`config.mk`:
```
export PLATFORM = sky130hd
export DESIGN_NAME = rmsc_top
export DESIGN_NICKNAME = d
export VERILOG_FILES = /design/src/pkg/rmsc_pkg.sv /design/src/rmsc_top.sv
export SDC_FILE = /design/constraint.sdc
export NUM_CORES = 1
export LEC_CHECK = 0
export BUFFER_PORTS_ARGS = -buffer_cell sky130_fd_sc_hd__buf_2
export CAP_MARGIN = 10
export CORE_MARGIN = 1.5
export CORE_UTILIZATION = 54
export DETAILED_ROUTE_END_ITERATION = 7
export PLACE_DENSITY = 0.84
export SYNTH_ARGS = -nofsm -noshare
export SYNTH_HDL_FRONTEND = slang
export SYNTH_SLANG_ARGS = --single-unit
```
`constraint.sdc`:
```
create_clock -name hclk -period 5 [get_ports hclk]
set_input_delay 0.5 -clock hclk [delete_from_list [all_inputs] [get_ports hclk]]
set_output_delay 0.5 -clock hclk [all_outputs]
set_load 0.01 [all_outputs]
```
`src/pkg/rmsc_pkg.sv`:
```
// constants and types for the repeater management set-command decoder
package rmsc_pkg;

  // bus register byte offsets
  localparam logic [7:0] OFS_CMD     = 8'h00;
  localparam logic [7:0] OFS_OPTIONS = 8'h04;
  localparam logic [7:0] OFS_PORTS   = 8'h08;
  localparam logic [7:0] OFS_LINK    = 8'h0C;

  // command codes and prefixes
  localparam logic [4:0] CMD_OPTIONS_PFX = 5'h01;
  localparam logic [7:0] CMD_AUI_ALT     = 8'h1F;
  localparam logic [7:0] CMD_TP_ALT      = 8'h10;
  localparam logic [7:0] CMD_PRI_AUI_DIS = 8'h2F;
  localparam logic [7:0] CMD_SEC_AUI_DIS = 8'h2E;
  localparam logic [7:0] CMD_PRI_AUI_EN  = 8'h3F;
  localparam logic [7:0] CMD_SEC_AUI_EN  = 8'h3E;
  localparam logic [4:0] CMD_TP_DIS_PFX  = 5'h04;
  localparam logic [4:0] CMD_TP_EN_PFX   = 5'h06;
  localparam logic [4:0] CMD_LT_DIS_PFX  = 5'h08;
  localparam logic [4:0] CMD_LT_EN_PFX   = 5'h0A;
  localparam logic [4:0] CMD_LP_DIS_PFX  = 5'h09;
  localparam logic [4:0] CMD_LP_EN_PFX   = 5'h0B;

  // option bit positions inside the options command
  localparam int OPT_ATTACH = 2;
  localparam int OPT_SQE    = 1;
  localparam int OPT_PAM    = 0;

  // collision test window timing
  localparam int CLK_PERIOD_PS = 4000;
  localparam int BIT_TIME_PS   = 100000;
  localparam int SQE_OPEN_BITS  = 6;
  localparam int SQE_CLOSE_BITS = 34;
  localparam logic [9:0] SQE_OPEN_CYC = 10'(
    (SQE_OPEN_BITS * BIT_TIME_PS + CLK_PERIOD_PS - 1) / CLK_PERIOD_PS);
  localparam logic [9:0] SQE_CLOSE_CYC = 10'(
    SQE_CLOSE_BITS * BIT_TIME_PS / CLK_PERIOD_PS);

  localparam int SER_BITS = 8;

  typedef struct packed {
    logic       attach;
    logic       sqe_mask;
    logic       alt_pam;
    logic       aui_alt;
    logic       tp_alt;
    logic [1:0] aui_en;
    logic [7:0] tp_en;
    logic [7:0] lt_en;
    logic [7:0] lp_en;
  } rmsc_cfg_t;

  localparam rmsc_cfg_t CFG_RESET = '{
    attach: 1'b0, sqe_mask: 1'b0, alt_pam: 1'b0,
    aui_alt: 1'b0, tp_alt: 1'b0, aui_en: 2'h3,
    tp_en: 8'hFF, lt_en: 8'hFF, lp_en: 8'hFF};

  typedef struct packed {
    logic [1:0] aui;
    logic [7:0] tp;
  } rmsc_ports_t;

endpackage : rmsc_pkg

```
`src/rmsc_top.sv`:
```
// set-command decoder, port gating and bus slave of the repeater
////////////////////////////////////////////////////////////////////////////////
module rmsc_top
  import rmsc_pkg::*;
(
  // clock and reset
  input  wire logic        hclk,
  input  wire logic        hresetn,
  // ahb-lite slave
  input  wire logic        hsel,
  input  wire logic [31:0] haddr,
  input  wire logic [1:0]  htrans,
  input  wire logic        hwrite,
  input  wire logic [2:0]  hsize,
  input  wire logic [31:0] hwdata,
  input  wire logic        hready,
  output logic      [31:0] hrdata,
  output logic             hreadyout,
  output logic             hresp,
  // serial management port
  input  wire logic        mgmt_frame,
  input  wire logic        mgmt_sclk,
  input  wire logic        mgmt_si,
  output logic             mgmt_so,
  output logic             mgmt_so_oe,
  // port status from the repeater core
  input  wire rmsc_ports_t carrier_sense_raw,
  input  wire rmsc_ports_t partitioned,
  input  wire logic [7:0]  tp_link_fail,
  input  wire logic        aui_tx_active,
  input  wire logic        collision_pair_in,
  // configuration and gated signals to the repeater core
  output rmsc_cfg_t        cfg,
  output rmsc_ports_t      part_idle,
  output rmsc_ports_t      carrier_sense,
  output logic [7:0]       tp_disconnect,
  output logic [7:0]       tp_link_ok,
  output logic             aui_collision,
  output logic             aui_collision_report
);

  ////////////////////////////////////////////////////////////////////////////
  // command decoding

  function automatic rmsc_cfg_t apply_cmd(input rmsc_cfg_t c,
                                          input logic      v,
                                          input logic [7:0] k);
    rmsc_cfg_t r;
    r = c;
    if (v) begin
      if (k[7:3] == CMD_OPTIONS_PFX) begin
        r.attach   = k[OPT_ATTACH];
        r.sqe_mask = k[OPT_SQE];
        r.alt_pam  = k[OPT_PAM];
      end
      case (k)
        CMD_AUI_ALT:     r.aui_alt = 1'b1;
        CMD_TP_ALT:      r.tp_alt = 1'b1;
        CMD_PRI_AUI_DIS: r.aui_en[0] = 1'b0;
        CMD_SEC_AUI_DIS: r.aui_en[1] = 1'b0;
        CMD_PRI_AUI_EN:  r.aui_en[0] = 1'b1;
        CMD_SEC_AUI_EN:  r.aui_en[1] = 1'b1;
        default: ;
      endcase
      // port index is the low three bits directly
      case (k[7:3])
        CMD_TP_DIS_PFX: r.tp_en[k[2:0]] = 1'b0;
        CMD_TP_EN_PFX:  r.tp_en[k[2:0]] = 1'b1;
        CMD_LT_DIS_PFX: r.lt_en[k[2:0]] = 1'b0;
        CMD_LT_EN_PFX:  r.lt_en[k[2:0]] = 1'b1;
        CMD_LP_DIS_PFX: r.lp_en[k[2:0]] = 1'b0;
        CMD_LP_EN_PFX:  r.lp_en[k[2:0]] = 1'b1;
        default: ;
      endcase
    end
    return r;
  endfunction : apply_cmd

  function automatic rmsc_ports_t idle_req(input logic      v,
                                           input logic [7:0] k);
    rmsc_ports_t r;
    r = '0;
    if (v) begin
      if (k == CMD_PRI_AUI_DIS) begin
        r.aui[0] = 1'b1;
      end
      if (k == CMD_SEC_AUI_DIS) begin
        r.aui[1] = 1'b1;
      end
      if (k[7:3] == CMD_TP_DIS_PFX) begin
        r.tp[k[2:0]] = 1'b1;
      end
    end
    return r;
  endfunction : idle_req

  ////////////////////////////////////////////////////////////////////////////
  // serial command receiver

  logic [7:0] ser_shift;
  logic [3:0] ser_count;
  logic       sclk_prev;
  logic       ser_valid;
  logic [7:0] ser_cmd;
  logic       sclk_rise;
  logic [7:0] next_ser_shift;

  assign sclk_rise      = mgmt_sclk && !sclk_prev;
  assign next_ser_shift = {mgmt_si, ser_shift[7:1]};

  always_ff @(posedge hclk or negedge hresetn) begin
    if (!hresetn) begin
      sclk_prev <= 1'b0;
    end else begin
      sclk_prev <= mgmt_sclk;
    end
  end

  always_ff @(posedge hclk or negedge hresetn) begin
    if (!hresetn) begin
      ser_shift <= 8'h00;
      ser_count <= 4'h0;
      ser_valid <= 1'b0;
      ser_cmd   <= 8'h00;
    end else begin
      ser_valid <= 1'b0;
      if (!mgmt_frame) begin
        ser_count <= 4'h0;
      end else if (sclk_rise) begin
        ser_shift <= next_ser_shift;
        if (ser_count == 4'(SER_BITS - 1)) begin
          ser_count <= 4'h0;
          ser_cmd   <= next_ser_shift;
          ser_valid <= 1'b1;
        end else begin
          ser_count <= ser_count + 4'h1;
        end
      end
    end
  end

  assign mgmt_so    = 1'b0;
  assign mgmt_so_oe = 1'b0;

  ////////////////////////////////////////////////////////////////////////////
  // ahb-lite slave

  logic       dp_write;
  logic       dp_read;
  logic [7:0] dp_addr;
  logic       bus_valid;
  logic [7:0] bus_cmd;
  logic       ap_take;
  logic [7:0] last_cmd;
  rmsc_cfg_t  next_cfg;
  logic [31:0] next_rdata;

  assign ap_take   = hsel && htrans[1] && hready;
  assign hreadyout = 1'b1;
  assign hresp     = 1'b0;
  assign bus_valid = dp_write && (dp_addr == OFS_CMD);
  assign bus_cmd   = hwdata[7:0];

  always_ff @(posedge hclk or negedge hresetn) begin
    if (!hresetn) begin
      dp_write <= 1'b0;
      dp_read  <= 1'b0;
      dp_addr  <= 8'h00;
    end else begin
      dp_write <= ap_take && hwrite;
      dp_read  <= ap_take && !hwrite;
      if (ap_take) begin
        dp_addr <= haddr[7:0];
      end
    end
  end

  // read data follows the value cfg takes this edge; last_cmd is read as it stands
  always_comb begin
    next_rdata = 32'h0000_0000;
    case (haddr[7:0])
      OFS_CMD:     next_rdata = {24'h00_0000, last_cmd};
      OFS_OPTIONS: next_rdata = {27'h000_0000, next_cfg.tp_alt,
                                 next_cfg.aui_alt, next_cfg.attach,
                                 next_cfg.sqe_mask, next_cfg.alt_pam};
      OFS_PORTS:   next_rdata = {12'h000, partitioned.aui, partitioned.tp,
                                 next_cfg.aui_en, next_cfg.tp_en};
      OFS_LINK:    next_rdata = {8'h00, tp_link_ok, next_cfg.lp_en,
                                 next_cfg.lt_en};
      default:     next_rdata = 32'h0000_0000;
    endcase
  end

  always_ff @(posedge hclk or negedge hresetn) begin
    if (!hresetn) begin
      hrdata <= 32'h0000_0000;
    end else if (ap_take && !hwrite) begin
      hrdata <= next_rdata;
    end
  end

  ////////////////////////////////////////////////////////////////////////////
  // configuration state

  // bus command applied first, then the serial one, so the serial one wins where both set the same field
  assign next_cfg = apply_cmd(apply_cmd(cfg, bus_valid, bus_cmd),
                              ser_valid, ser_cmd);

  always_ff @(posedge hclk or negedge hresetn) begin
    if (!hresetn) begin
      cfg <= CFG_RESET;
    end else begin
      cfg <= next_cfg;
    end
  end

  always_ff @(posedge hclk or negedge hresetn) begin
    if (!hresetn) begin
      part_idle <= '0;
    end else begin
      part_idle <= idle_req(bus_valid, bus_cmd) | idle_req(ser_valid, ser_cmd);
    end
  end

  always_ff @(posedge hclk or negedge hresetn) begin
    if (!hresetn) begin
      last_cmd <= 8'h00;
    end else if (ser_valid) begin
      last_cmd <= ser_cmd;
    end else if (bus_valid) begin
      last_cmd <= bus_cmd;
    end
  end

  ////////////////////////////////////////////////////////////////////////////
  // port gating

  always_comb begin
    if (cfg.alt_pam) begin
      carrier_sense = carrier_sense_raw;
    end else begin
      carrier_sense.tp  = carrier_sense_raw.tp & cfg.tp_en
                          & ~partitioned.tp;
      carrier_sense.aui = carrier_sense_raw.aui & cfg.aui_en
                          & ~partitioned.aui;
    end
  end

  assign tp_disconnect = tp_link_fail & cfg.lt_en;
  assign tp_link_ok    = ~tp_link_fail | ~cfg.lt_en;

  ////////////////////////////////////////////////////////////////////////////
  // collision test window

  logic [9:0] sqe_cnt;
  logic       sqe_window;

  always_ff @(posedge hclk or negedge hresetn) begin
    if (!hresetn) begin
      sqe_cnt <= 10'h3FF;
    end else if (aui_tx_active) begin
      sqe_cnt <= 10'h000;
    end else if (sqe_cnt != 10'h3FF) begin
      sqe_cnt <= sqe_cnt + 10'h001;
    end
  end

  assign sqe_window = (sqe_cnt >= SQE_OPEN_CYC)
                      && (sqe_cnt <= SQE_CLOSE_CYC);

  assign aui_collision = collision_pair_in && cfg.aui_en[0]
                         && !(cfg.sqe_mask && sqe_window);
  assign aui_collision_report = collision_pair_in && cfg.aui_en[0];
endmodule : rmsc_top

```
# Yosys cells after proc, flatten, opt, wreduce, memory -nomap -nowiden
# Index checks and enable logic that the tools add are counted.
[word_totals]
reg_bits = 122
in_bits = 107
output_inout_bits = 105
word_cells = 149
[classes]
add_sub_neg = 2
magnitude_cmp = 6
n_eq_ne = 32
n_mux = 42
bitwise_logic = 25
n_reduce_logical = 21
[ops]
columns = ["cell", "n"]
rows = [
  ["$pmux 24 s4", 1],
  ["$pmux 8 s2", 6],
  ["$and 8x8->8", 9],
  ["$eq 8x6->1 const B", 8],
  ["$mux 31", 2],
  ["$or 8x8->8", 7],
  ["$mux 10", 5],
  ["$eq 5x4->1 const B", 8],
  ["$not 8->8", 5],
  ["$eq 8x5->1 const B", 4],
  ["$mux 8", 4],
  ["$eq 5x3->1 const B", 4],
  ["$eq 8x4->1 const B", 2],
  ["$logic_not 8->1", 2],
  ["$mux 1", 13],
  ["$logic_and 1x1->1", 12],
  ["$mux 4", 3],
  ["$add 10x1->10 const B", 1],
  ["$eq 5x1->1 const B", 2],
  ["$ge 10x8->1 const B", 1],
  ["$le 10x10->1 const B", 1],
  ["$ne 10x10->1 const B", 1],
  ["$or 10x10->10", 1],
  ["$eq 8x3->1 const B", 1],
  ["14 further kinds", 25],
]

# Longest topological paths before layout
[depth]
depth_word = 12
mapped_depth = 8
ltp_nobuf = 7

# Worst setup path before layout
# No wires, ideal clock.
[synth_path]
kind = "input to register"
from = "input port hwdata[6]"
to = "register hrdata[3]"
setup_time_ps = 126
arrival_ps = 2254
required_time_ps = 4874
path_slack_ps = 2620
path_stages = 8
n_path_buf = 2
path_cell_list = "or3b_1 > clkbuf_1 > or3_1 > buf_2 > or2_2 > nand2_1 > a21oi_1 > a221o_1"
[synth_lines]
columns = ["item", "line_no", "text"]
rows = [
  ["start: declaration", "rmsc_top.sv:15", "input wire logic [31:0] hwdata,"],
  ["end signal: assignment", "rmsc_top.sv:198", "hrdata <= next_rdata;"],
  ["end: declaration", "rmsc_top.sv:17", "output logic [31:0] hrdata,"],
]

# Final worst setup path
[layout_path]
from = "input port hready"
to = "register hrdata[4]"
[layout_via]
elab_chain_cells = 2
[layout_lines]
columns = ["item", "line_no", "text"]
rows = [
  ["start: declaration", "rmsc_top.sv:16", "input wire logic hready,"],
  ["$logic_and 1x1->1", "rmsc_top.sv:158", "assign ap_take = hsel && htrans[1] && hready;"],
  ["$logic_and 1x1->1", "rmsc_top.sv:197", "end else if (ap_take && !hwrite) begin"],
]
# Every way passes these cells.
# A chain may end at the register's enable or synchronous reset.

==> results.md <==
| Stage | Quantity | Reported |
|---|---|---|
| timing | Worst clock skew on the final layout | 0.00981 ns |
| grt | Top Usage Layer GRT | met2 |
| synth | Synth warnings | 0 |
| clocking | H-tree depth reported by CTS | 4 |
| place | Buffers on Ports | 147 |
| timing | Final Hold Vio Count | 0 |
| place | Worst slack after detailed placement | 1.71 ns |
| synth | Number of synthesized flops with an enable pin | 0 |
| clocking | Clk Tree Root Cell | sky130_fd_sc_hd__clkbuf_8 |
| setup path | Startpoint Class | input port |
| routing | Detailed-router iteration count before antenna repair | 5 |
| floorplan | Horiz. Die Dim | 108 um |
| grt | Global-route total usage across every layer | 0.333 |
| place | Number of placed cells counting well taps | 878 |
| grt | Number of antenna violations at the first check in global routing | 0 |
| final layout | Most frequent cells in the layout | sky130_fd_sc_hd__buf_2 (146), sky130_fd_sc_hd__dfrtp_1 (77), sky130_fd_sc_hd__nand2_1 (68), sky130_fd_sc_hd__nor2_1 (51), sky130_fd_sc_hd__o21ai_0 (46) |
| final layout | Area of all placed cells without fillers | 7320 um2 |
| routing | Vias per Instance | 6.23 |
| synth | Post-synth design cell area | 5980 um2 |
| setup path | Highest cell delay on the worst timing path | 0.97 ns |
| timing | Max-slew headroom | 0.245 |
| timing | Share of the clock period used by the worst path after layout | 0.562 |
| clocking | Number of buffers added for setup after CTS | 0 |
| pwr | PD cells | 321 nW/um2 |
| synth | Synth Area per Inst | 9.67 um2 |
| clocking | Gates resized, CTS repair | 0 |
| grt | Pin count of the biggest net entering global routing | 64 |
| timing | Worst path setup slack after routing | 2.19 ns |
| setup path | Highest-delay cell along the critical path | sky130_fd_sc_hd__nor2_1 |
| routing | Remaining number of nets flagged by the antenna check after routing | 0 |
| synth | Dominant combinational cell family by area after synthesis | simple AND/OR/NAND/NOR gates |
| place | Post-detailed-placement half-perimeter wirelength | 13,500 um |
| pwr | Clock share of power | 0.490 |
| setup path | Critical Path Sink Type | register |
| synth | Predominant post-synthesis flop cell | sky130_fd_sc_hd__dfrtp_1 |
| floorplan | Boundary Pins | 212 |
| synth | Post-synth cell types | 63 |
| setup path | Critical-path cell list | buf_2 > nand3_1 > nor2_1 > nand3_1 > nor2_1 > a22oi_1 > nand3_1 |
| clocking | Clock-pin slew on the worst setup and hold paths | 0.06 ns |
| final layout | Layout overhead on the synthesized area | 22.4% |
| place | Instance area after placement | 6760 um2 |
| grt | First-pass GRT wire length | 28,800 um |
| timing | Min Tclk post-route | 2.81 ns |
| clocking | Number of sinks on the clock net | 113 |
| status | Outcome | complete, no violations |
| pwr | Leakage power figure | 0.00337 uW |
| synth | Share of synthesized registers carrying an async set or reset | 1.00 |
| timing | RSZ-0062 raised after global routing | no |
| clocking | Max Root-Sink Buffers | 2 |
| final layout | Fraction of final layout cells with drive strength greater than 1 | 0.318 |
| synth | Number of instances in the synthesized netlist | 618 |
| setup path | Launch point of the critical path | hready |
| timing | Worst Max-Slew Pin Slew | 1.13 ns |
| floorplan | Std-Cell Rows | 38 |
| synth | Synth Area in XOR/XNOR | 0.0103 |
| clocking | Clock insertion delay at the later pin of the skew report | 0.53 ns |
| floorplan | Total Die Area | 11,700 um2 |
| timing | Setup TNS | 0 ns |
| routing | Routed wire length per instance | 20.8 um |
| place | Routability congestion estimate from global placement | 0.948 |
| pwr | Share of total power in combinational logic | 0.075 |
| clocking | TritonCTS buffer count | 17 |
| floorplan | Placeable core region | 10,800 um2 |
| synth | Number of synthesized register bits | 113 |
| grt | Number of global-route vias before repair | 5,416 |
| min path | Hold crit path type | in -> async |
| pwr | Worst vdd ir | 0.000313 V |
| grt | Met2 track demand over resource | 0.528 |
| final layout | Non-filler cells, final | 910 |
| synth | Share of synthesized area occupied by flip-flops and latches | 0.481 |
| synth | Simple-gate portion of the synthesized area | 0.199 |
| timing | Total of endpoints with negative setup slack in the final report | 0 |
| pwr | Reported net switching power | 554 uW |
| setup path | Crit-path max FO | 11 |
| setup path | Worst setup path class | in -> reg |
| final layout | Net count, final | 867 |
| routing | WL final | 18,900 um |
| grt | Met3 Usage GRT | 0.0868 |
| final layout | Ant diodes | 0 |
| grt | Final global-route overflow total | 0 |
| floorplan | Floorplan die height | 108 um |
| floorplan | Initial standard-cell utilization of the core | 0.554 |
| timing | Number of slew-limit violations in the final report | 0 |
| pwr | Sw Ratio | 0.236 |
| final layout | Post-route core utilization | 0.678 |
| final layout | Leading cell type in the layout, fill and taps excluded | sky130_fd_sc_hd__buf_2 |
| setup path | Most common cell type on the critical path | sky130_fd_sc_hd__nand3_1 |
| pwr | Power share of the sequential group | 0.435 |
| clocking | Cts hold-fix bufs | 0 |
| routing | Number of design-rule violations left by the first detailed-router iteration | 600 |
| job | Max-cap violations | 0 |
| timing | Upper clock frequency limit | 356 MHz |
| clocking | CTS tree | done |
| grt | Met1 Track Usage GR | 0.425 |
| pwr | Internal power | 1800 uW |
| routing | Vias | 5,669 |
| synth | Post-synthesis share of cell area spent on full adders, half adders and majority gates | 0.00628 |
| synth | Complex-gate fraction of the synthesized area | 0.188 |
| setup path | Arrival time worst endpoint | 3.27 ns |
| setup path | Critical R2R Launch | dp_addr[4]$_DFFE_PN0P_ |
| setup path | CP Data Required Time | 5.46 ns |
| synth | Mux contribution to synthesized area | 0.0710 |
| routing | Post-route DRC | 0 |
==> layout make-up <==
class | count | area [um2]
clock buffer | 26 | 478
clock inverter | 6 | 80.1
fill | 867 | 3480
inverter | 16 | 60.1
multi-input combinational | 458 | 2880
sequential | 113 | 2870
tap | 140 | 175
timing repair buffer | 151 | 768
==> final timing paths <==
path,cells past startpoint,endpoint,slack (ns)
worst max-delay path,7,hrdata[4]$_DFFE_PN0P_,2.19
worst min-delay path,1,dp_addr[7]$_DFFE_PN0P_,0.04
worst max register to register,6,hrdata[8]$_DFFE_PN0P_,2.26
worst min register to register,2,hrdata[17]$_DFFE_PN0P_,0.49
max in group asynchronous,2,ser_shift[6]$_DFFE_PN0P_,3.82
min in group hclk,1,sclk_prev$_DFF_PN0_,0.12
==> power by group through the flow <==
stage	clock network, uW	registers [uW]	logic [uW]
3_5_place_dp	0	1030	175
6_report	1150	1020	176
3_3_place_gp	0	1030	168
5_1_grt	1200	1030	195
4_1_cts	1160	1020	177
2_1_floorplan	0	1020	108
==> metrics by stage <==
| stage | hold slack [ns] | total power (uW) |
|---|---|---|
| 2_1_floorplan | 0.204 | 1120 |
| 3_3_place_gp | 0.457 | 1190 |
| 3_5_place_dp | 0.479 | 1210 |
| 4_1_cts | 0.0607 | 2360 |
| 5_1_grt | 0.0954 | 2430 |
| 6_report | 0.0399 | 2350 |
==> critical path: cells and delay by family <==
family	cells	cell delay [ns]
buf+inv	1	0.07
simple gates	5	2.41
compound gates	1	0.28
==> sequential cells by signal, indices dropped and copies added (netlist names) <==
name and count:
part_idle 10, dp_addr 8, last_cmd 8, ser_shift 7, ser_valid 1, dp_write 1
cfg 31, sclk_prev 1, ser_cmd 8, hrdata 24, ser_count 4, sqe_cnt 10
==> Yosys cell counts, types with 3 or more instances <==
cell	n	area [um2]
sky130_fd_sc_hd__xnor2_1	4	35.0
sky130_fd_sc_hd__o211ai_1	4	30.0
sky130_fd_sc_hd__a221o_1	4	40.0
sky130_fd_sc_hd__nor2_1	51	191
sky130_fd_sc_hd__a21oi_1	20	100
sky130_fd_sc_hd__o21ai_0	46	230
sky130_fd_sc_hd__nand4_1	15	93.8
sky130_fd_sc_hd__or3_1	5	31.3
sky130_fd_sc_hd__nor2b_1	15	93.8
sky130_fd_sc_hd__dfstp_2	36	946
sky130_fd_sc_hd__or4_1	5	37.5
sky130_fd_sc_hd__inv_1	16	60.1
sky130_fd_sc_hd__mux2_2	27	304
sky130_fd_sc_hd__a22oi_1	10	75.1
sky130_fd_sc_hd__nand3_1	11	55.1
sky130_fd_sc_hd__o21a_1	18	135
sky130_fd_sc_hd__nor4b_1	4	35.0
sky130_fd_sc_hd__nand3b_1	4	30.0
sky130_fd_sc_hd__buf_4	12	90.1
sky130_fd_sc_hd__a31oi_1	3	18.8
sky130_fd_sc_hd__nor3_1	11	55.1
sky130_fd_sc_hd__a21o_1	5	37.5
sky130_fd_sc_hd__a32oi_1	3	26.3
sky130_fd_sc_hd__mux2i_1	12	120
sky130_fd_sc_hd__a22o_1	9	78.8
sky130_fd_sc_hd__xor2_1	3	26.3
sky130_fd_sc_hd__o2bb2ai_1	3	26.3
sky130_fd_sc_hd__dfrtp_1	77	1930
sky130_fd_sc_hd__o22ai_1	8	50.1
sky130_fd_sc_hd__o31ai_1	3	22.5
sky130_fd_sc_hd__a21boi_0	3	22.5
sky130_fd_sc_hd__nor3b_1	4	30.0
sky130_fd_sc_hd__a32o_1	4	40.0
sky130_fd_sc_hd__nand2b_1	11	68.8
sky130_fd_sc_hd__o221ai_1	6	52.6
sky130_fd_sc_hd__clkbuf_1	25	93.8
sky130_fd_sc_hd__and2_1	13	81.3
sky130_fd_sc_hd__ha_1	3	37.5
sky130_fd_sc_hd__o31a_1	4	35.0
sky130_fd_sc_hd__a211oi_1	3	22.5
sky130_fd_sc_hd__nand2_1	68	255
==> cell families after synthesis <==
| family | count (synthesis) |
|---|---|
| buffers and inverters | 57 |
| AO/OA/AOI/OAI | 165 |
| other | 2 |
| AND/OR/NAND/NOR | 232 |
| multiplexers | 39 |
| adder cells (fa/ha/maj) | 3 |
| XOR/XNOR | 7 |
| flip-flops | 113 |
==> routing by layer <==
layer | wire length [um] | part of all wire
met1 | 7590 | 0.40
met2 | 8970 | 0.47
met3 | 1690 | 0.089
met4 | 643 | 0.034
met5 | 0 | 0
No activity file was read; power rests on OpenSTA's default activity.
